==> config.mk <==
export PLATFORM = sky130hd
export DESIGN_NAME = ims_input_mux_sequencer
export DESIGN_NICKNAME = d
export VERILOG_FILES = /design/src/hdl/ims_pkg.sv /design/src/hdl/ims_input_mux_sequencer.sv /design/src/hdl/ims_segment_timer.sv
export VERILOG_INCLUDE_DIRS = /design/src /design/src/hdl
export SDC_FILE = /design/constraint.sdc
export NUM_CORES = 1
export LEC_CHECK = 0
export BUFFER_PORTS_ARGS = -buffer_cell sky130_fd_sc_hd__buf_2
export CAP_MARGIN = 25
export CORE_UTILIZATION = 50
export DETAILED_ROUTE_END_ITERATION = 10
export HOLD_SLACK_MARGIN = 0.08
export PLACE_DENSITY = 0.65
export SLEW_MARGIN = 20
export SYNTH_ARGS = -nofsm -noshare
export SYNTH_HDL_FRONTEND = slang
export SYNTH_HIERARCHICAL = 1
export SYNTH_SLANG_ARGS = --single-unit
==> constraint.sdc <==
create_clock -name core_clk -period 8.7 [get_ports core_clk]
set_clock_uncertainty 0.15 [all_clocks]
set_input_delay 1.74 -clock core_clk [delete_from_list [all_inputs] [get_ports core_clk]]
set_output_delay 1.74 -clock core_clk [all_outputs]
set_load 0.03 [all_outputs]
==> src/hdl/ims_cfg.svh <==
// Overview of operation
// - route inputs slot by slot per selects
// - eleven single-ended or seven paired inputs
// - slots per frame equal slot count field, capped at eleven
// - frames start at slot 0, stop at count
// - handles 0-A: pairs 0,2,4,6; voltages 8-A
// - selects packed two per byte, descending
// - remote pair ignores its differential bit
// - four bits pair current pins differentially
// - preamp bit selects gain eight or one
// - slot states begin on slow clock rise
// - slot and frame lengths follow formulas
// - remote samples taken in frame second half
`ifndef IMS_CFG_SVH
`define IMS_CFG_SVH

// ----------------------------------------
// register offsets
// ----------------------------------------
`define IMS_OFS_COUNT_SLOT10 16'h2100
`define IMS_OFS_SLOT8_9 16'h2101
`define IMS_OFS_SLOT6_7 16'h2102
`define IMS_OFS_SLOT4_5 16'h2103
`define IMS_OFS_SLOT2_3 16'h2104
`define IMS_OFS_SLOT0_1 16'h2105
`define IMS_OFS_EQUATION 16'h2106
`define IMS_OFS_FILTER_PAIR 16'h210c
`define IMS_OFS_RATE_PLL 16'h2200
`define IMS_OFS_PREAMP 16'h2704
`define IMS_OFS_REMOTE 16'h2709

// ----------------------------------------
// register indices and fields
// ----------------------------------------
`define IMS_IDX_COUNT 4'h0
`define IMS_IDX_SLOT0_1 4'h5
`define IMS_IDX_EQUATION 4'h6
`define IMS_IDX_FILTER_PAIR 4'h7
`define IMS_IDX_RATE_PLL 4'h8
`define IMS_IDX_PREAMP 4'h9
`define IMS_IDX_REMOTE 4'ha
`define IMS_IDX_NONE 4'hf
`define IMS_NUM_REGS 11
`define IMS_RESET_VALUE 8'h00
`define IMS_UNMAPPED_READ 8'h00
`define IMS_COUNT_MSB 7
`define IMS_COUNT_LSB 4
`define IMS_FIR_MSB 2
`define IMS_FIR_LSB 1
`define IMS_DIFF_MSB 7
`define IMS_DIFF_LSB 4
`define IMS_ADC_DIV_BIT 5
`define IMS_PLL_FAST_BIT 4
`define IMS_PREAMP_BIT 5
`define IMS_REMOTE_MSB 5
`define IMS_REMOTE_LSB 3
`define IMS_EQU_MSB 7
`define IMS_EQU_LSB 5

// ----------------------------------------
// slots and timing counts
// ----------------------------------------
`define IMS_MAX_SLOTS 4'hb
`define IMS_FIRST_VOLTAGE 4'h8
`define IMS_SLOW_PLL_MULT 8'h03
`define IMS_TAIL_FAST 8'h01
`define IMS_TAIL_SLOW 8'h03

`endif

==> src/hdl/ims_pkg.sv <==
`include "ims_cfg.svh"

package ims_pkg;

  typedef enum logic [2:0] {
    IMS_IDLE = 3'b001,
    IMS_SLOT = 3'b010,
    IMS_TAIL = 3'b100
  } ims_state_t;

  // slow clock cycles per slot
  function automatic logic [7:0] ims_slot_length(input logic [1:0] fir, input logic div,
                                                 input logic fast);
    logic [7:0] base;
    base = 8'({6'h00, fir} + 8'h01) * (div ? 8'h02 : 8'h01);
    return fast ? base : 8'(base * `IMS_SLOW_PLL_MULT);
  endfunction

endpackage

==> src/hdl/ims_input_mux_sequencer.sv <==
`timescale 1ns/100ps
`default_nettype none
`include "ims_cfg.svh"

module ims_input_mux_sequencer (
  input wire logic core_clk,
  input wire logic reset_n,
  input wire logic slow_32k_clock,
  input wire logic [15:0] io_addr,
  input wire logic io_wr_en,
  input wire logic io_rd_en,
  input wire logic [7:0] io_wdata,
  output logic [7:0] io_rdata,
  output logic [3:0] mux_select,
  output logic [3:0] slot_index,
  output logic slot_active,
  output logic slot_start,
  output logic frame_start,
  output logic remote_sample_window,
  output logic input_is_voltage,
  output logic [3:0] differential_pair_enable,
  output logic preamp_gain8,
  output logic [2:0] remote_sensor_enable,
  output logic [1:0] filter_length,
  output logic rate_divide,
  output logic pll_fast,
  output logic [2:0] energy_equation_select
);

  // ----------------------------------------
  // register file
  // ----------------------------------------
  logic [7:0] regs_ff [0:`IMS_NUM_REGS-1];
  logic [7:0] rdata_ff;

  function automatic logic [3:0] reg_index(input logic [15:0] a);
    case (a)
      `IMS_OFS_COUNT_SLOT10: reg_index = 4'h0;
      `IMS_OFS_SLOT8_9: reg_index = 4'h1;
      `IMS_OFS_SLOT6_7: reg_index = 4'h2;
      `IMS_OFS_SLOT4_5: reg_index = 4'h3;
      `IMS_OFS_SLOT2_3: reg_index = 4'h4;
      `IMS_OFS_SLOT0_1: reg_index = 4'h5;
      `IMS_OFS_EQUATION: reg_index = `IMS_IDX_EQUATION;
      `IMS_OFS_FILTER_PAIR: reg_index = `IMS_IDX_FILTER_PAIR;
      `IMS_OFS_RATE_PLL: reg_index = `IMS_IDX_RATE_PLL;
      `IMS_OFS_PREAMP: reg_index = `IMS_IDX_PREAMP;
      `IMS_OFS_REMOTE: reg_index = `IMS_IDX_REMOTE;
      default: reg_index = `IMS_IDX_NONE;
    endcase
  endfunction

  function automatic logic [3:0] pair_index(input logic [3:0] idx);
    return 4'(`IMS_IDX_SLOT0_1 - {1'b0, idx[3:1]});
  endfunction

  // odd slots in the upper nibble
  function automatic logic [3:0] slot_handle(input logic [7:0] pair, input logic odd);
    return odd ? pair[7:4] : pair[3:0];
  endfunction

  wire [3:0] acc_idx = reg_index(io_addr);
  wire acc_hit = (acc_idx != `IMS_IDX_NONE);
  wire [7:0] rd_value = acc_hit ? regs_ff[acc_idx] : `IMS_UNMAPPED_READ;

  always_ff @(posedge core_clk or negedge reset_n) begin
    if (!reset_n) begin
      for (int i = 0; i < `IMS_NUM_REGS; i++) begin
        regs_ff[i] <= `IMS_RESET_VALUE;
      end
      rdata_ff <= `IMS_UNMAPPED_READ;
    end else begin
      if (io_wr_en && acc_hit) begin
        regs_ff[acc_idx] <= io_wdata;
      end
      if (io_rd_en) begin
        rdata_ff <= rd_value;
      end
    end
  end

  // ----------------------------------------
  // field views
  // ----------------------------------------
  wire [3:0] count_fld = regs_ff[`IMS_IDX_COUNT][`IMS_COUNT_MSB:`IMS_COUNT_LSB];
  wire [7:0] filt_reg = regs_ff[`IMS_IDX_FILTER_PAIR];
  wire [7:0] rate_reg = regs_ff[`IMS_IDX_RATE_PLL];
  wire [1:0] fir_fld = filt_reg[`IMS_FIR_MSB:`IMS_FIR_LSB];
  wire [3:0] diff_fld = filt_reg[`IMS_DIFF_MSB:`IMS_DIFF_LSB];
  wire [2:0] rmt_fld = regs_ff[`IMS_IDX_REMOTE][`IMS_REMOTE_MSB:`IMS_REMOTE_LSB];
  wire preamp_bit = regs_ff[`IMS_IDX_PREAMP][`IMS_PREAMP_BIT];
  wire div_bit = rate_reg[`IMS_ADC_DIV_BIT];
  wire fast_bit = rate_reg[`IMS_PLL_FAST_BIT];
  // slots per frame, capped at eleven
  wire [3:0] cnt_eff = (count_fld > `IMS_MAX_SLOTS) ? `IMS_MAX_SLOTS : count_fld;
  wire [7:0] slot_len = ims_pkg::ims_slot_length(fir_fld, div_bit, fast_bit);
  wire [7:0] tail_len = fast_bit ? `IMS_TAIL_FAST : `IMS_TAIL_SLOW;
  wire [8:0] frame_len = 9'({1'b0, slot_len} * {5'h00, cnt_eff}) + {1'b0, tail_len};

  // ----------------------------------------
  // frame sequencer
  // ----------------------------------------
  ims_pkg::ims_state_t state_ff, nxt_state;
  logic slow_prev_ff;
  logic [3:0] slot_idx_ff, nxt_idx;
  logic [3:0] cnt_lat_ff;
  logic [7:0] slot_len_lat_ff, tail_lat_ff;
  logic [8:0] frame_len_lat_ff, frame_tick_ff;
  logic start_frame;
  logic seg_last;

  // slot boundaries on slow clock rise
  wire tick = slow_32k_clock && !slow_prev_ff;
  wire in_slot = (state_ff == ims_pkg::IMS_SLOT);
  wire last_slot = (slot_idx_ff == 4'(cnt_lat_ff - 4'h1));
  wire [7:0] seg_len = in_slot ? slot_len_lat_ff : tail_lat_ff;
  wire seg_clear = (state_ff == ims_pkg::IMS_IDLE);

  ims_segment_timer #(.LEN_W(8)) u_seg (
    .core_clk(core_clk),
    .reset_n(reset_n),
    .tick(tick),
    .clear(seg_clear),
    .seg_len(seg_len),
    .seg_last(seg_last)
  );

  always_comb begin
    nxt_state = state_ff;
    nxt_idx = slot_idx_ff;
    start_frame = 1'b0;
    case (state_ff)
      ims_pkg::IMS_IDLE: begin
        if (tick && cnt_eff != 4'h0) begin
          start_frame = 1'b1;
        end
      end
      ims_pkg::IMS_SLOT: begin
        if (seg_last) begin
          if (last_slot) begin
            nxt_state = ims_pkg::IMS_TAIL;
          end else begin
            nxt_idx = 4'(slot_idx_ff + 4'h1);
          end
        end
      end
      ims_pkg::IMS_TAIL: begin
        if (seg_last) begin
          if (cnt_eff != 4'h0) begin
            start_frame = 1'b1;
          end else begin
            nxt_state = ims_pkg::IMS_IDLE;
          end
        end
      end
      default: begin
        nxt_state = ims_pkg::IMS_IDLE;
      end
    endcase
    if (start_frame) begin
      nxt_state = ims_pkg::IMS_SLOT;
      nxt_idx = 4'h0;
    end
  end

  wire [8:0] nxt_frame_len = start_frame ? frame_len : frame_len_lat_ff;
  wire [8:0] nxt_frame_tick = start_frame ? 9'h000 :
    ((tick && !seg_clear) ? 9'(frame_tick_ff + 9'h001) : frame_tick_ff);
  wire nxt_window = (nxt_state != ims_pkg::IMS_IDLE) &&
    ({nxt_frame_tick, 1'b0} >= {1'b0, nxt_frame_len});
  // handle routed for the coming slot
  wire [7:0] nxt_pair = regs_ff[pair_index(nxt_idx)];
  wire [3:0] nxt_handle = slot_handle(nxt_pair, nxt_idx[0]);
  wire nxt_slot_start = start_frame || (in_slot && seg_last && !last_slot);

  always_ff @(posedge core_clk or negedge reset_n) begin
    if (!reset_n) begin
      state_ff <= ims_pkg::IMS_IDLE;
      slow_prev_ff <= 1'b0;
      slot_idx_ff <= 4'h0;
      cnt_lat_ff <= 4'h0;
      slot_len_lat_ff <= 8'h00;
      tail_lat_ff <= 8'h00;
      frame_len_lat_ff <= 9'h000;
      frame_tick_ff <= 9'h000;
    end else begin
      state_ff <= nxt_state;
      slow_prev_ff <= slow_32k_clock;
      slot_idx_ff <= nxt_idx;
      frame_tick_ff <= nxt_frame_tick;
      if (start_frame) begin
        cnt_lat_ff <= cnt_eff;
        slot_len_lat_ff <= slot_len;
        tail_lat_ff <= tail_len;
        frame_len_lat_ff <= frame_len;
      end
    end
  end

  // ----------------------------------------
  // registered outputs
  // ----------------------------------------
  logic [3:0] mux_sel_ff, slot_index_ff, diff_eff_ff;
  logic slot_active_ff, slot_start_ff, frame_start_ff, window_ff, voltage_ff, gain8_ff;

  always_ff @(posedge core_clk or negedge reset_n) begin
    if (!reset_n) begin
      mux_sel_ff <= 4'h0;
      slot_index_ff <= 4'h0;
      slot_active_ff <= 1'b0;
      slot_start_ff <= 1'b0;
      frame_start_ff <= 1'b0;
      window_ff <= 1'b0;
      voltage_ff <= 1'b0;
      diff_eff_ff <= 4'h0;
      gain8_ff <= 1'b0;
    end else begin
      mux_sel_ff <= nxt_handle;
      slot_index_ff <= nxt_idx;
      slot_active_ff <= (nxt_state == ims_pkg::IMS_SLOT);
      slot_start_ff <= nxt_slot_start;
      frame_start_ff <= start_frame;
      window_ff <= nxt_window;
      // handles 8 to A are voltages
      voltage_ff <= (nxt_handle >= `IMS_FIRST_VOLTAGE);
      diff_eff_ff <= {diff_fld[3:1] & ~rmt_fld, diff_fld[0]};
      gain8_ff <= preamp_bit;
    end
  end

  assign io_rdata = rdata_ff;
  assign mux_select = mux_sel_ff;
  assign slot_index = slot_index_ff;
  assign slot_active = slot_active_ff;
  assign slot_start = slot_start_ff;
  assign frame_start = frame_start_ff;
  assign remote_sample_window = window_ff;
  assign input_is_voltage = voltage_ff;
  assign differential_pair_enable = diff_eff_ff;
  assign preamp_gain8 = gain8_ff;
  assign remote_sensor_enable = rmt_fld;
  assign filter_length = fir_fld;
  assign rate_divide = div_bit;
  assign pll_fast = fast_bit;
  assign energy_equation_select = regs_ff[`IMS_IDX_EQUATION][`IMS_EQU_MSB:`IMS_EQU_LSB];

  // ----------------------------------------
  // checks
  // ----------------------------------------
  wire [7:0] cur_pair = regs_ff[pair_index(slot_index_ff)];
endmodule

`default_nettype wire

==> src/hdl/ims_segment_timer.sv <==
`timescale 1ns/100ps
`default_nettype none

module ims_segment_timer #(
  parameter int LEN_W = 8
) (
  input wire logic core_clk,
  input wire logic reset_n,
  input wire logic tick,
  input wire logic clear,
  input wire logic [LEN_W-1:0] seg_len,
  output logic seg_last
);

  logic [LEN_W-1:0] cnt_ff;
  logic [LEN_W-1:0] nxt_cnt;

  // ----------------------------------------
  // tick counting within one segment
  // ----------------------------------------
  assign seg_last = tick && (cnt_ff >= LEN_W'(seg_len - LEN_W'(1)));
  assign nxt_cnt = clear ? '0 : (seg_last ? '0 : (tick ? LEN_W'(cnt_ff + LEN_W'(1)) : cnt_ff));

  always_ff @(posedge core_clk or negedge reset_n) begin
    if (!reset_n) begin
      cnt_ff <= '0;
    end else begin
      cnt_ff <= nxt_cnt;
    end
  end

endmodule

`default_nettype wire

* After elaboration in Yosys (flattened, before gate mapping)
Index checks and enable logic that the tools add are counted.
** Storage, ports and cells
- Bits in registers :: 164
- Output and inout port bits :: 36
- Word-level logic and storage cells :: 121
** Cells by class
- Add/sub/neg operators :: 8
- Multiply operators :: 3
- $lt $le $gt $ge :: 7
- Eq/ne operators :: 18
- Mux-type cells :: 37
- Bitwise logic cells :: 4
- Reductions and logical operators :: 15
** Operator list (count)
- 16-bit by 14-bit equality test with 1-bit output (second input constant) :: 11
- 88-bit bitwise mux :: 1
- 8-bit two-way mux :: 10
- 8-bit binary-select mux with 4-bit select :: 2
- 4-bit one-hot mux with 11 select lines :: 1
- 8-bit demux with 4-bit select :: 1
- 9-bit two-way mux :: 3
- 4-bit two-way mux :: 6
- 3-bit two-way mux :: 5
- 10-bit by 9-bit greater-or-equal comparator with 1-bit output :: 1
- 5-bit greater-or-equal comparator (second input constant) :: 2
- 4-bit inverter with 5-bit output :: 2
- 9-bit by 1-bit adder with 9-bit output (second input constant) :: 1
- 9-bit by 2-bit adder with 9-bit output :: 1
- 1-bit logical AND :: 9
- 7-bit by 4-bit multiplier with 9-bit output :: 1
- 3-bit one-hot mux with 3 select lines :: 1
- 8-bit by 1-bit adder with 8-bit output (second input constant) :: 1
- 8-bit greater-or-equal comparator :: 1
- 8-bit by 1-bit subtractor with 8-bit output (second input constant) :: 1
- 5-bit by 2-bit multiplier with 7-bit output (second input constant) :: 1
- 7-bit two-way mux :: 1
- 3-bit by 2-bit equality test with 1-bit output (second input constant) :: 2
- 5-bit by 1-bit < comparator with 1-bit output (second input constant) :: 1
- 21 further kinds :: 26

* Logic depth before layout (Yosys ltp)
Gate-level depths: netlist of run 1.
- Depth after elaboration :: 15
- Gate-level depth with buffers :: 28
- Gate-level depth less buffers :: 25

* By module
Netlist of run 1, hierarchy kept.
** By module, submodules not included
- ims_input_mux_sequencer :: instances 1, cells each 933, area each 9148.8 um^2, sequential area each 3729.8 um^2
- ims_segment_timer :: instances 1, cells each 81, area each 745.7 um^2, sequential area each 200.2 um^2

* Worst setup path before layout of run 1
OpenSTA, ideal clock, no wires.
- Path type :: register -> register
- Start :: reg regs_ff, in the netlist filt_reg[1]
- End :: reg window_ff, in the netlist remote_sample_window
- Setup time :: 0.126 ns
- Arrival time :: 5.398 ns
- Slack :: 3.026 ns
- Stages on the path, launching flop included :: 27
- Path buffers :: 1
- Cell sequence :: dfrtp_1 clkbuf_1 inv_1 ha_1 o21ai_0 ha_1 ha_1 nor4b_1 o21ai_0 nand2_1 xor2_1 nand2_1 nor2_1 fa_1 inv_1 fa_1 inv_1 ha_1 xor2_1 nand2_1 and2_1 ha_1 a21o_1 a21o_1 a2111oi_0 o21a_1 nor3_1
** On the way
- Word-level cells in the longest chain between the ends :: 9
** RTL lines
- start, declared :: RTL line ims_input_mux_sequencer.sv:33 : logic [7:0] regs_ff [0:`IMS_NUM_REGS-1];
- start signal, assigned by index :: RTL line ims_input_mux_sequencer.sv:69 : regs_ff[i] <= `IMS_RESET_VALUE;
- start signal, assigned by index :: RTL line ims_input_mux_sequencer.sv:74 : regs_ff[acc_idx] <= io_wdata;
- 2-bit by 1-bit adder with 3-bit output (*) :: RTL line ims_pkg.sv:15 : base = 8'({6'h00, fir} + 8'h01) * (div ? 8'h02 : 8'h01);
- 3-bit by 2-bit multiplier with 5-bit output (*) :: RTL line ims_pkg.sv:15
- 5-bit by 2-bit multiplier with 7-bit output (no source line)
- 7-bit two-way mux (*) :: RTL line ims_pkg.sv:16 : return fast ? base : 8'(base * `IMS_SLOW_PLL_MULT);
- 7-bit by 4-bit multiplier with 9-bit output (*) :: RTL line ims_input_mux_sequencer.sv:98 : wire [8:0] frame_len = 9'({1'b0, slot_len} * {5'h00, cnt_eff}) + {1'b0, tail_len};
- 9-bit by 2-bit adder with 9-bit output (*) :: RTL line ims_input_mux_sequencer.sv:98
- 9-bit two-way mux (*)
- 10-bit by 9-bit greater-or-equal comparator with 1-bit output (*) :: RTL line ims_input_mux_sequencer.sv:170 : ({nxt_frame_tick, 1'b0} >= {1'b0, nxt_frame_len});
- 1-bit logical AND (*) :: RTL line ims_input_mux_sequencer.sv:169 : wire nxt_window = (nxt_state != ims_pkg::IMS_IDLE) &&
- via nxt_window :: RTL line ims_input_mux_sequencer.sv:169
- end signal, assigned :: RTL line ims_input_mux_sequencer.sv:223 : window_ff <= nxt_window;
- end, declared :: RTL line ims_input_mux_sequencer.sv:204 : logic slot_active_ff, slot_start_ff, frame_start_ff, window_ff, voltage_ff, gain8_ff;
The timed path passes the listed nets; every way through them passes the cells marked *.
A chain may end at the register's enable or synchronous reset.

* Final worst setup path of run 1
- Start :: reg state_ff[1]
- End :: reg mux_sel_ff[1], in the netlist mux_select[1]
** On the way
- Word-level cells in the longest chain between the ends :: 14
- Elaborated cells between the ends (all ways) :: 18
- Classes of those cells :: add/sub (2); order compare (1); eq/ne (3); mux (10); bitwise (1); reduce/logical (1)
** RTL lines
- start, declared :: RTL line ims_input_mux_sequencer.sv:103 : ims_pkg::ims_state_t state_ff, nxt_state;
- start signal, assigned :: RTL line ims_input_mux_sequencer.sv:178 : state_ff <= ims_pkg::IMS_IDLE;
- start signal, assigned :: RTL line ims_input_mux_sequencer.sv:187 : state_ff <= nxt_state;
- 3-bit by 2-bit equality test with 1-bit output (*) :: RTL line ims_input_mux_sequencer.sv:114 : wire in_slot = (state_ff == ims_pkg::IMS_SLOT);
- 8-bit two-way mux (*) :: RTL line ims_input_mux_sequencer.sv:116 : wire [7:0] seg_len = in_slot ? slot_len_lat_ff : tail_lat_ff;
- via seg_len[0] :: RTL line ims_input_mux_sequencer.sv:116
- 8-bit by 1-bit subtractor with 8-bit output (*) :: RTL line ims_segment_timer.sv:21 : assign seg_last = tick && (cnt_ff >= LEN_W'(seg_len - LEN_W'(1)));
- 8-bit greater-or-equal comparator (*) :: RTL line ims_segment_timer.sv:21
- 1-bit logical AND (*) :: RTL line ims_segment_timer.sv:21
- via seg_last :: RTL line ims_input_mux_sequencer.sv:110 : logic seg_last;
- 1-bit two-way mux / 4-bit two-way mux (equally long branches) :: RTL line ims_input_mux_sequencer.sv:148, ims_input_mux_sequencer.sv:139
- 1-bit one-hot mux with 2 select lines / 4-bit two-way mux (equally long branches) :: RTL line ims_input_mux_sequencer.sv:132 : case (state_ff)
- 4-bit two-way mux (*) :: RTL line ims_input_mux_sequencer.sv:160 : if (start_frame) begin
- 3-bit by 3-bit subtractor with 4-bit output (no source line)
- 4-bit inverter with 5-bit output (not written as such) :: RTL line ims_input_mux_sequencer.sv:172 : wire [7:0] nxt_pair = regs_ff[pair_index(nxt_idx)];
- 8-bit binary-select mux with 4-bit select :: RTL line ims_input_mux_sequencer.sv:172
- 8-bit two-way mux (not written as such) (2 in series) :: RTL line ims_input_mux_sequencer.sv:172
- 4-bit two-way mux (*) :: RTL line ims_input_mux_sequencer.sv:59 : return odd ? pair[7:4] : pair[3:0];
- via nxt_handle[1] :: RTL line ims_input_mux_sequencer.sv:173 : wire [3:0] nxt_handle = slot_handle(nxt_pair, nxt_idx[0]);
- end signal, assigned :: RTL line ims_input_mux_sequencer.sv:218 : mux_sel_ff <= nxt_handle;
- end, declared :: RTL line ims_input_mux_sequencer.sv:203 : logic [3:0] mux_sel_ff, slot_index_ff, diff_eff_ff;
The timed path passes the listed nets; every way through them passes the cells marked *. The select of a mux whose other input is x is not followed.

==> results of run 1 <==
==> cells by family after synthesis <==
| logic type | Yosys count | share of synthesized area |
|---|---|---|
| compound gates | 222 | 0.154 |
| xor+xnor | 29 | 0.0272 |
| fa+ha+maj | 50 | 0.0708 |
| buf+inv | 130 | 0.0591 |
| flops | 157 | 0.397 |
| mux | 117 | 0.133 |
| other cells | 1 | 0.000379 |
| simple gates | 308 | 0.158 |
==> power by group through the flow <==
stage | clock [W] | combinational [W] | sequential (W)
CTS | 0.000784 | 0.0000456 | 0.000731
floorplan | 0 | 0.0000174 | 0.000745
finish | 0.000770 | 0.0000447 | 0.000731
global route | 0.000815 | 0.0000510 | 0.000730
detailed placement | 0 | 0.0000455 | 0.000745
global placement | 0 | 0.0000451 | 0.000745
==> synthesized netlist by cell type, types with 4 or more instances <==
cell type / number / share of area
dfrtp_1: 156 / 0.39
nand2_1: 109 / 0.041
mux2_2: 90 / 0.10
inv_1: 63 / 0.024
nor2_1: 61 / 0.023
a21oi_1: 52 / 0.026
ha_1: 40 / 0.051
clkbuf_1: 32 / 0.012
o21ai_0: 32 / 0.016
o22ai_1: 31 / 0.020
mux2i_1: 24 / 0.024
a211oi_1: 21 / 0.016
nor3_1: 19 / 0.0096
and2_1: 17 / 0.011
nand3_1: 16 / 0.0081
xnor2_1: 16 / 0.014
buf_4: 14 / 0.011
nand2b_1: 13 / 0.0082
nor2b_1: 13 / 0.0082
xor2_1: 12 / 0.011
buf_2: 11 / 0.0056
a21o_1: 10 / 0.0076
fa_1: 10 / 0.020
nand4_1: 9 / 0.0057
or3_1: 8 / 0.0051
a221oi_1: 7 / 0.0062
and3_1: 7 / 0.0044
a31oi_1: 6 / 0.0038
a21boi_0: 5 / 0.0038
o31ai_1: 5 / 0.0038
buf_6: 4 / 0.0046
o211a_1: 4 / 0.0040
o211ai_1: 4 / 0.0030
o21a_1: 4 / 0.0030
o21bai_1: 4 / 0.0030
o221ai_1: 4 / 0.0035
==> worst max path at each step <==
| stage | start | slack, ns | end | depth (start not counted) |
|---|---|---|---|---|
| floorplan | filt_reg[1] | 3.03 | remote_sample_window | 26 |
| global placement | state_ff[1] | 2.53 | mux_select[1] | 23 |
| detailed placement | state_ff[1] | 2.37 | mux_select[1] | 23 |
| CTS | state_ff[1] | 2.35 | mux_select[1] | 23 |
| global route | state_ff[1] | 1.90 | mux_select[1] | 22 |
| finish | state_ff[1] | 2.31 | mux_select[1] | 23 |
==> final cells by class <==
cell class / instances / share of cell area
multi-input cells: 730 / 0.496
clock buffers: 17 / 0.0390
inverters: 66 / 0.0227
clock inverters: 15 / 0.0163
repair buffers: 72 / 0.0355
well taps: 265 / 0.0304
flip-flops and latches: 157 / 0.361
==> per-layer routing <==
metal / wire [um] / track usage
met1: 10700 / 0.320
met2: 12600 / 0.449
met3: 1200 / 0.0490
met4: 796 / 0.111
met5: 0 / 0
==> through the flow <==
step	worst slack, ns	total power [W]	instance area (um^2)	hold WS (ns)
CTS	2.35	0.00156	10900	0.316
floorplan	3.03	0.000762	9910	0.235
global route	1.90	0.00160	10900	0.327
finish	2.31	0.00155	10900	0.307
global placement	2.53	0.000790	10300	0.293
detailed placement	2.37	0.000790	10300	0.298
==> placed cells by master, fill, tap and decap left out, types with 4 or more instances in the layout <==
cell	count
fa_1	10
ha_1	40
inv_1	63
inv_6	5
clkbuf_16	17
o21bai_1	4
xnor2_1	16
xor2_1	12
a21boi_0	5
a221oi_1	7
nand2_1	109
and2_1	17
nor3_1	19
mux2i_1	23
o31ai_1	5
nand3_1	16
nand4_1	9
a21oi_1	52
a31oi_1	6
a211oi_1	21
nor2b_1	13
mux2_2	90
o211ai_1	4
o21a_1	4
or3_1	8
nor2_1	61
o221ai_1	4
buf_4	8
o22ai_1	31
o21ai_0	31
o211a_1	4
and3_1	7
conb_1	4
dfrtp_1	156
nand2b_1	13
a21o_1	10
buf_2	63
==> qor_table.md, run 1 <==
| Item | This run | Unit |
|---|---|---|
| Outcome | complete, no violations | - |
| Pwr Density | 142 | mW/mm^2 |
| Number of input and output port buffers inserted | 64 | - |
| Vias after detailed routing | 7791 | - |
| Sequential cell area | 0.00393 | mm^2 |
| Slowest cell on the critical path | nor3_1 | - |
| Min-delay worst type | register to register | - |
| GP Congestion | 0.888 | - |
| TritonCTS clock tree | yes | - |
| Vertical extent of the die | 143 | um |
| Area added between synthesis and finish | 10.2 | % |
| Final clock period utilization by the worst path | 0.734 | - |
| Cell occurring most often along the worst timing path | ha_1 | - |
| Number of DRC markers in iteration 0 | 491 | - |
| Data arrival time at the worst-slack endpoint | 6.55 | ns |
| Count of different cell masters after synthesis | 83 | - |
| Total Wirelength | 25.2 | mm |
| Via count of the first global-routing pass | 7585 | - |
| Global route total overflow | 0 | - |
| Maximum number of buffers from clock root to sink | 2 | - |
| Beginning of the worst hold path | filt_reg[4] | - |
| Crit path required time | 8.86 | ns |
| Switching Power | 0.000371 | W |
| Synth Instances | 1014 | - |
| Initial Utilization | 0.510 | - |
| Minimum clock period after layout | 6.39 | ns |
| Placeable core area | 0.0194 | mm^2 |
| Part of the total power dissipated in sequential elements | 0.473 | - |
| DR vias/cell | 5.89 | - |
| Syn Std Cell Area | 0.00989 | mm^2 |
| Biggest fanout along the worst timing path | 34 | - |
| Internal cell power | 0.00117 | W |
| Synth warn | 6 | - |
| Cts-stage hold buffer count | 0 | - |
| Cells along the critical path | inv_1 > nor3_1 > nand2_1 > nand2_1 > inv_1 > ha_1 > ha_1 > nor2b_1 > o211a_1 > o311ai_4 > a21boi_0 > and3b_1 > o211ai_2 > buf_4 > and2_1 > mux2i_2 > buf_4 > inv_2 > ha_1 > mux4_2 > or3_1 > nand3_1 > o2bb2ai_1 | - |
| Reg-to-Reg End | mux_select[1] | - |
| Number of antenna violations at the first check in global routing | 0 | - |
| Final core utilization | 0.562 | - |
| Largest registers | regs_ff (61), frame_len_lat_ff (9), frame_tick_ff (9) | - |
| Sequential element share of the synthesized area | 0.397 | - |
| Crit Path Class | register to register | - |
| EDFF count, synth | 0 | - |
| Area of the multi-input gates | 0.00540 | mm^2 |
| Number of flip-flops and latches in the synthesized netlist | 157 | - |
| Leakage power figure | 5.24 | nW |
| Post-detailed-route DRC marker count | 0 | - |
| Maximum number of pins on one net before global-route repair | 93 | - |
| Maximum achievable frequency | 157 | MHz |
| Clock insertion delay at the later pin of the skew report | 0.43 | ns |
| Critical Path Source Type | register | - |
| Reg-to-Reg Start | state_ff[1] | - |
| # resized after CTS | 0 | - |
| Clock-pin slew of the registers on the worst-case setup and hold paths | 0.07 | ns |
| Share of cells above drive strength 1 | 0.215 | - |
| Mean area per synthesized cell | 9.76 | um^2 |
| Die extent in x | 143 | um |
| Worst max-slew margin expressed relative to the limit | 0.339 | - |
| Clock share of power | 0.498 | - |
| Root Driver | clkbuf_16 | - |
| Global-route usage over all layers | 0.261 | - |
| Largest stage delay, worst path | 0.62 | ns |
| Minimum setup slack among reg-to-reg paths | 2.31 | ns |
| Fin Setup TNS | 0 | ns |
| RSZ-0062 raised after global routing | false | - |
| Cell row count | 51 | - |
| FFs w/ async S/R, synth | 1.00 | - |
| Share of power burned in combinational logic | 0.029 | - |
| Transition time of the tightest slew-check pin | 0.991 | ns |
| Num Clock Sinks | 157 | - |
| Placed Cells incl. Taps | 1290 | - |
| Routed length per instance | 19.1 | um |
| Sum of net half-perimeters after detailed placement | 17.9 | mm |
| Final cell count without fillers | 1322 | - |
| Total setup buffers inserted after CTS | 0 | - |
| Synth Flop Type | dfrtp_1 | - |
| Delay-heaviest family, CP | simple AND/OR/NAND/NOR gates | - |
| Hold-critical path endpoint | differential_pair_enable[0] | - |
| Largest Register | regs_ff | - |
| Number of top-level pins | 65 | - |
| Sum of buffers and inverters on the critical path | 5 | - |
| Die area | 0.0204 | mm^2 |
| Total CTS buffers | 17 | - |
| Final hold violation count | 0 | - |
| Net switching share of the total power | 0.240 | - |
| Critical path endpoint category | register | - |
| ANT cells | 0 | - |
| Max-slew violation count | 0 | - |
| Number of antenna-violating nets in the routed design | 0 | - |
| Fill cell instance count of the final layout | 1755 | - |
| First-pass GRT wire length | 40.4 | mm |
| Flip-flop count of the largest register after layout | 61 | - |
| Max-cap violations | 0 | - |
| Worst Hold Path Cells | 0 | - |
| Worst ir drop on vdd | 0.122 | mV |
| DR pass1 iterations | 6 | - |
| CTS H-Tree Depth | 4 | - |
| Setup violations, final | 0 | - |
| FF-to-FF path depth | 23 | - |
| Total number of nets in the final design | 1123 | - |
(Power assumes the default switching activity.)
==> run 2, diff against run 1 <==
--- a/config.mk
+++ b/config.mk
@@ -6,12 +6,13 @@
 export SDC_FILE = /design/constraint.sdc
 export NUM_CORES = 1
 export LEC_CHECK = 0
+export ABC_AREA = 1
 export BUFFER_PORTS_ARGS = -buffer_cell sky130_fd_sc_hd__buf_2
 export CAP_MARGIN = 25
 export CORE_UTILIZATION = 50
 export DETAILED_ROUTE_END_ITERATION = 10
 export HOLD_SLACK_MARGIN = 0.08
-export PLACE_DENSITY = 0.65
+export PLACE_DENSITY = 0.67
 export SLEW_MARGIN = 20
 export SYNTH_ARGS = -nofsm -noshare
 export SYNTH_HDL_FRONTEND = slang
==> constraint.sdc (replaced) <==
create_clock -name core_clk -period 5.7 [get_ports core_clk]
set_clock_uncertainty 0.15 [all_clocks]
set_input_delay 1.14 -clock core_clk [delete_from_list [all_inputs] [get_ports core_clk]]
set_output_delay 1.14 -clock core_clk [all_outputs]
set_load 0.03 [all_outputs]
==> run 2 against run 1 <==
Compared with the run above:
- combinational power rose to 5.6 times the previous value
- critical path depth up 4
- sequential power rose by 63%
- core utilization is 0.084 points higher
- total power is 71% higher
- die area up 8.0%
- largest cell class unchanged
==> qor_table.md, run 2 <==
| Item | This run | Unit |
|---|---|---|
| Count of different cell masters after synthesis | 52 | - |
| Die extent in x | 148 | um |
| Reg-to-Reg Start | filt_reg[2] | - |
| Total Wirelength | 30.6 | mm |
| Max-cap violations | 0 | - |
| CTS H-Tree Depth | 4 | - |
| Maximum number of buffers from clock root to sink | 2 | - |
| Most numerous cell in the Yosys netlist | nand2_1 | - |
| Sequential element share of the synthesized area | 0.367 | - |
| Total CTS buffers | 17 | - |
| Number of input and output port buffers inserted | 64 | - |
| Sum of net half-perimeters after detailed placement | 22.1 | mm |
| Global-route usage over all layers | 0.292 | - |
| Number of flip-flops and latches in the synthesized netlist | 157 | - |
| Clock insertion delay at the later pin of the skew report | 0.45 | ns |
| FFs w/ async S/R, synth | 1.00 | - |
| Number of DRC markers in iteration 0 | 858 | - |
| Initial Utilization | 0.509 | - |
| Data arrival time at the worst-slack endpoint | 5.59 | ns |
| Synth warn | 6 | - |
| EDFF count, synth | 0 | - |
| Maximum achievable frequency | 185 | MHz |
| Share of cells above drive strength 1 | 0.118 | - |
| Mean area per synthesized cell | 7.06 | um^2 |
| Setup violations, final | 0 | - |
| Clock-pin slew of the registers on the worst-case setup and hold paths | 0.07 | ns |
| ANT cells | 0 | - |
| Placeable core area | 0.0210 | mm^2 |
| Most instantiated cells after synthesis | nand2_1 (425), inv_1 (196), dfrtp_1 (156), nand3_1 (125), nor2_1 (118) | - |
| Number of top-level pins | 65 | - |
| Final cell count without fillers | 1841 | - |
| GP Congestion | 0.961 | - |
| First-pass GRT wire length | 49.9 | mm |
| Cell taking the most area after synthesis | dfrtp_1 | - |
| Minimum setup slack among reg-to-reg paths | 0.28 | ns |
| Final clock period utilization by the worst path | 0.951 | - |
| Fin Setup TNS | 0 | ns |
| Routed length per instance | 16.6 | um |
| Pre-CTS setup slack | -0.0603 | ns |
| Largest registers | regs_ff (61), frame_len_lat_ff (9), frame_tick_ff (9) | - |
| Max-slew violation count | 0 | - |
| Crit Path Class | register to register | - |
| Worst max-slew margin expressed relative to the limit | 0.510 | - |
| Area added between synthesis and finish | 10.5 | % |
| Maximum number of pins on one net before global-route repair | 88 | - |
| TritonCTS clock tree | yes | - |
| Number of antenna violations at the first check in global routing | 0 | - |
| Crit path required time | 5.87 | ns |
| Largest stage delay, worst path | 0.52 | ns |
| Syn Std Cell Area | 0.0107 | mm^2 |
| Worst Hold Slack | 0.290 | ns |
| Commonest cells after routing, fill and taps aside | nand2_1 (424), inv_1 (196), dfrtp_1 (156), nand3_1 (125), nor2_1 (117) | - |
| Post-detailed-route DRC marker count | 0 | - |
| Number of antenna-violating nets in the routed design | 0 | - |
| Top cell type's share of synthesized area | 0.365 | - |
| Worst-case setup margin in the final layout | 0.281 | ns |
| Total number of nets in the final design | 1632 | - |
| Critical Path Source Type | register | - |
| Die area | 0.0220 | mm^2 |
| Root Driver | clkbuf_16 | - |
| Cell occurring most often along the worst timing path | inv_1 | - |
| DR pass1 iterations | 6 | - |
| Beginning of the worst hold path | preamp_bit | - |
| Final hold violation count | 0 | - |
| DR vias/cell | 5.49 | - |
| Transition time of the tightest slew-check pin | 0.735 | ns |
| Worst ir drop on vdd | 0.172 | mV |
| RSZ-0062 raised after global routing | false | - |
| Cell row count | 53 | - |
| Via count of the first global-routing pass | 9582 | - |
| Synth Flop Type | dfrtp_1 | - |
| Most frequent standard cell in the layout excluding fill and tap cells | nand2_1 | - |
| Pwr Density | 224 | mW/mm^2 |
| Flip-flop count of the largest register after layout | 61 | - |
| Post-route total power | 0.00265 | W |
| Placed Cells incl. Taps | 1807 | - |
| Global route total overflow | 0 | - |
| Minimum clock period after layout | 5.42 | ns |
| Fill cell instance count of the final layout | 2045 | - |
| Critical path endpoint category | register | - |
| Vertical extent of the die | 148 | um |
| Cell types occupying the most area after synthesis | dfrtp_1 (36%), nand2_1 (15%), inv_1 (6.9%) | - |
| Largest Register | regs_ff | - |
| Vias after detailed routing | 10106 | - |
| Num Clock Sinks | 157 | - |
| Outcome | complete, no violations | - |
| Launch point of the critical path | filt_reg[2] | - |
| Leakage power figure | 6.05 | nW |
| Synth Instances | 1515 | - |
| Min-delay worst type | register to register | - |
| Biggest fanout along the worst timing path | 6 | - |
| Slowest cell on the critical path | fa_1 | - |
-- run 2: cell types whose count changed in the layout (fill, tap and decap cells not counted), sizes merged, moves of 17 or more --
| cell | delta |
|---|---|
| mux2i | -24 |
| a211oi | -20 |
| nor2 | +66 |
| nand2 | +329 |
| nand3 | +119 |
| nand4 | +33 |
| inv | +139 |
| o21ai | +114 |
| and2 | -17 |
| o22ai | -30 |
| mux2 | -91 |
-- run 2: through the flow --
stage | instance area (um^2) | utilization
finish | 11800 | 0.563
global route | 11800 | 0.563
CTS | 11800 | 0.559
detailed placement | 11200 | 0.530
global placement | 11200 | 0.530
floorplan | 10700 | -
-- run 2: repair_timing --
item / 4_1_cts / 5_1_grt
pin swaps: 0 / 2
buffers inserted: 0 / 2
setup endpoints to repair: 1 / 1
hold endpoints to repair: 0 / 0
resized for setup: 2 / 7
hold buffers: 0 / 0
-- run 2: final timing paths --
check | cells past startpoint | to
max | 27 | remote_sample_window
min | 0 | preamp_gain8
max reg2reg | 27 | remote_sample_window
min reg2reg | 0 | preamp_gain8
max in group asynchronous | 2 | regs_ff[72]
min in group asynchronous | 1 | frame_tick_ff[4]
-- run 2: layout make-up --
| cell class | instances | area, um^2 | share of cell area |
|---|---|---|---|
| multi-input cells | 1087 | 5700 | 0.482 |
| flip-flops and latches | 157 | 3930 | 0.332 |
| inverters | 211 | 795 | 0.0672 |
| clock buffers | 20 | 457 | 0.0386 |
| repair buffers | 79 | 452 | 0.0382 |
| well taps | 275 | 344 | 0.0291 |
| clock inverters | 12 | 149 | 0.0126 |
-- run 2: cells by family after synthesis --
group                      synth area share
and+or+nand+nor                       0.330
DFF                                   0.367
xor gates and xnor gates             0.0147
other                              0.000350
AOI/OAI and AO/OA                     0.116
buffers and inverters                 0.106
adders and majority gates            0.0655
-- run 2: per-layer routing --
metal  share of wire  track usage
met1            0.42        0.362
met4           0.040        0.141
met3           0.057       0.0515
met2            0.49        0.491
met5               0            0
-- run 2: report_power, final --
part | switching, W | internal (W) | leakage, nW
clock network | 0.000523 | 0.000681 | 0.295
registers | 0.0000400 | 0.00115 | 2.07
logic | 0.000163 | 0.0000875 | 3.68
total | 0.000727 | 0.00192 | 6.05
-- run 2: critical path: cells and delay by family, from the launching register on --
kind | cells | cell delay, ns
DFF | 1 | 0.44
buffers and inverters | 4 | 0.28
AOI/OAI and AO/OA | 10 | 1.32
and+or+nand+nor | 6 | 0.65
adders and majority gates | 7 | 2.47
==> run 3, diff against run 2 <==
--- a/config.mk
+++ b/config.mk
@@ -6,7 +6,6 @@
 export SDC_FILE = /design/constraint.sdc
 export NUM_CORES = 1
 export LEC_CHECK = 0
-export ABC_AREA = 1
 export BUFFER_PORTS_ARGS = -buffer_cell sky130_fd_sc_hd__buf_2
 export CAP_MARGIN = 25
 export CORE_UTILIZATION = 50
==> run 3 against run 2 <==
Compared with the run above:
- sequential share of layout area grew 2.0 points
- highest routed layer unchanged
- non-clock buffer count rose by 18
- sequential cell count is the same
- largest cell class unchanged
- total power shrank 11%
- critical path type unchanged
- hold slack gained 0.0096 ns
- routed wire length fell by 16%
- cell area decreased by 5.6%
- final cell count decreased by 27%
==> qor_table.md, run 3 (synthesis results as in run 1) <==
| Item | This run | Unit |
|---|---|---|
| Delay-heaviest family, CP | adder cells | - |
| Final hold violation count | 0 | - |
| Critical Path Source Type | register | - |
| First-pass GRT wire length | 41.4 | mm |
| Cell row count | 51 | - |
| Worst Hold Path Cells | 0 | - |
| Number of antenna-violating nets in the routed design | 0 | - |
| Critical path endpoint category | register | - |
| Worst ir drop on vdd | 0.195 | mV |
| Pwr Density | 210 | mW/mm^2 |
| Crit Path Class | register to register | - |
| Slowest cell on the critical path | fa_1 | - |
| Die extent in x | 143 | um |
| Beginning of the worst hold path | filt_reg[4] | - |
| Via count of the first global-routing pass | 7779 | - |
| Global-route usage over all layers | 0.268 | - |
| Largest registers | regs_ff (61), frame_len_lat_ff (9), frame_tick_ff (9) | - |
| Total Wirelength | 25.8 | mm |
| Post-route total power | 0.00235 | W |
| Most frequent standard cell in the layout excluding fill and tap cells | dfrtp_1 | - |
| CTS H-Tree Depth | 4 | - |
| Flip-flop count of the largest register after layout | 61 | - |
| Leakage power figure | 5.39 | nW |
| Share of cells above drive strength 1 | 0.241 | - |
| Largest Register | regs_ff | - |
| Post-detailed-route DRC marker count | 0 | - |
| Transition time of the tightest slew-check pin | 0.739 | ns |
| Largest stage delay, worst path | 0.53 | ns |
| Clock insertion delay at the later pin of the skew report | 0.43 | ns |
| TritonCTS clock tree | yes | - |
| Cts-stage hold buffer count | 0 | - |
| Fin Setup TNS | 0 | ns |
| ANT cells | 0 | - |
| Clock-pin slew of the registers on the worst-case setup and hold paths | 0.07 | ns |
| Minimum setup slack among reg-to-reg paths | 0.23 | ns |
| Total number of nets in the final design | 1148 | - |
| Vias after detailed routing | 7963 | - |
| Commonest cells after routing, fill and taps aside | dfrtp_1 (156), nand2_1 (109), mux2_2 (90), inv_1 (63), buf_2 (63) | - |
| Placeable core area | 0.0194 | mm^2 |
| DR vias/cell | 5.91 | - |
| Area added between synthesis and finish | 12.9 | % |
| Die area | 0.0204 | mm^2 |
| FF-to-FF path depth | 27 | - |
| Sum of buffers and inverters on the critical path | 5 | - |
| Min-delay worst type | register to register | - |
| Reg-to-Reg Start | filt_reg[1] | - |
| Worst max-slew margin expressed relative to the limit | 0.507 | - |
| Final clock period utilization by the worst path | 0.959 | - |
| Routed length per instance | 19.2 | um |
| Total CTS buffers | 17 | - |
| Cell occurring most often along the worst timing path | ha_1 | - |
| Data arrival time at the worst-slack endpoint | 5.61 | ns |
| Reg-to-Reg End | remote_sample_window | - |
| Hold-critical path endpoint | differential_pair_enable[0] | - |
| Vertical extent of the die | 143 | um |
| Maximum number of pins on one net before global-route repair | 77 | - |
| DR pass1 iterations | 5 | - |
| Initial Utilization | 0.510 | - |
| Minimum clock period after layout | 5.47 | ns |
| GP Congestion | 0.926 | - |
| Maximum number of buffers from clock root to sink | 2 | - |
| Root Driver | clkbuf_16 | - |
| Number of antenna violations at the first check in global routing | 0 | - |
| Max-cap violations | 0 | - |
| RSZ-0062 raised after global routing | true | - |
| Number of DRC markers in iteration 0 | 605 | - |
| Biggest fanout along the worst timing path | 4 | - |
| Sum of net half-perimeters after detailed placement | 18.2 | mm |
| Crit path required time | 5.84 | ns |
| Setup violations, final | 0 | - |
| Outcome | complete, no violations | - |
| Num Clock Sinks | 157 | - |
| Maximum achievable frequency | 183 | MHz |
| Number of input and output port buffers inserted | 64 | - |
| Number of top-level pins | 65 | - |
| Global route total overflow | 0 | - |
| Max-slew violation count | 0 | - |
-- run 3: cell type report --
cell class,instances,area (um^2)
fillers,1734,8230
inverters,66,248
repair buffers,97,599
well taps,265,332
clock buffers,18,439
multi-input cells,730,5460
clock inverters,14,158
flip-flops and latches,157,3930
-- run 3: how the worst max path moves through the flow --
stage	from	to	slack (ns)	cells after the start
2_1_floorplan	filt_reg[1]	remote_sample_window	0.03	26
5_1_grt	filt_reg[1]	remote_sample_window	-0.09	27
3_5_place_dp	filt_reg[1]	remote_sample_window	0.05	25
4_1_cts	filt_reg[1]	remote_sample_window	0.03	25
3_3_place_gp	filt_reg[1]	remote_sample_window	0.13	25
6_report	filt_reg[1]	remote_sample_window	0.23	27
-- run 3: power breakdown --
part / internal [W] / switching, W / leakage, nW
Clock: 0.000667 / 0.000496 / 0.295
Combinational: 0.0000187 / 0.0000515 / 2.92
Sequential: 0.00111 / 0.000000679 / 2.17
Total: 0.00180 / 0.000548 / 5.39
-- run 3: routing by layer --
metal	vias up	routed length (um)	global-route usage
met1	3900	10600	0.333
met4	0	1030	0.126
li1	3718	-	-
met2	276	12800	0.451
met5	-	0	0
met3	69	1380	0.0486
-- run 3: what timing repair did --
action | CTS | global route
gates resized for setup | 0 | 12
setup buffers | 0 | 3
endpoints found under the setup margin | 0 | 6
endpoints found under the hold margin | 0 | 0
-- run 3: metrics by stage --
stage	cell area [um^2]	util	setup WS, ns	hold WS [ns]	std cells
floorplan	9910	-	0.0261	0.235	1017
global placement	10500	0.540	0.130	0.283	1312
detailed placement	10500	0.540	0.0472	0.284	1312
CTS	11100	0.571	0.0250	0.300	1344
global route	11200	0.576	-0.0864	0.327	1347
finish	11200	0.576	0.231	0.299	1347
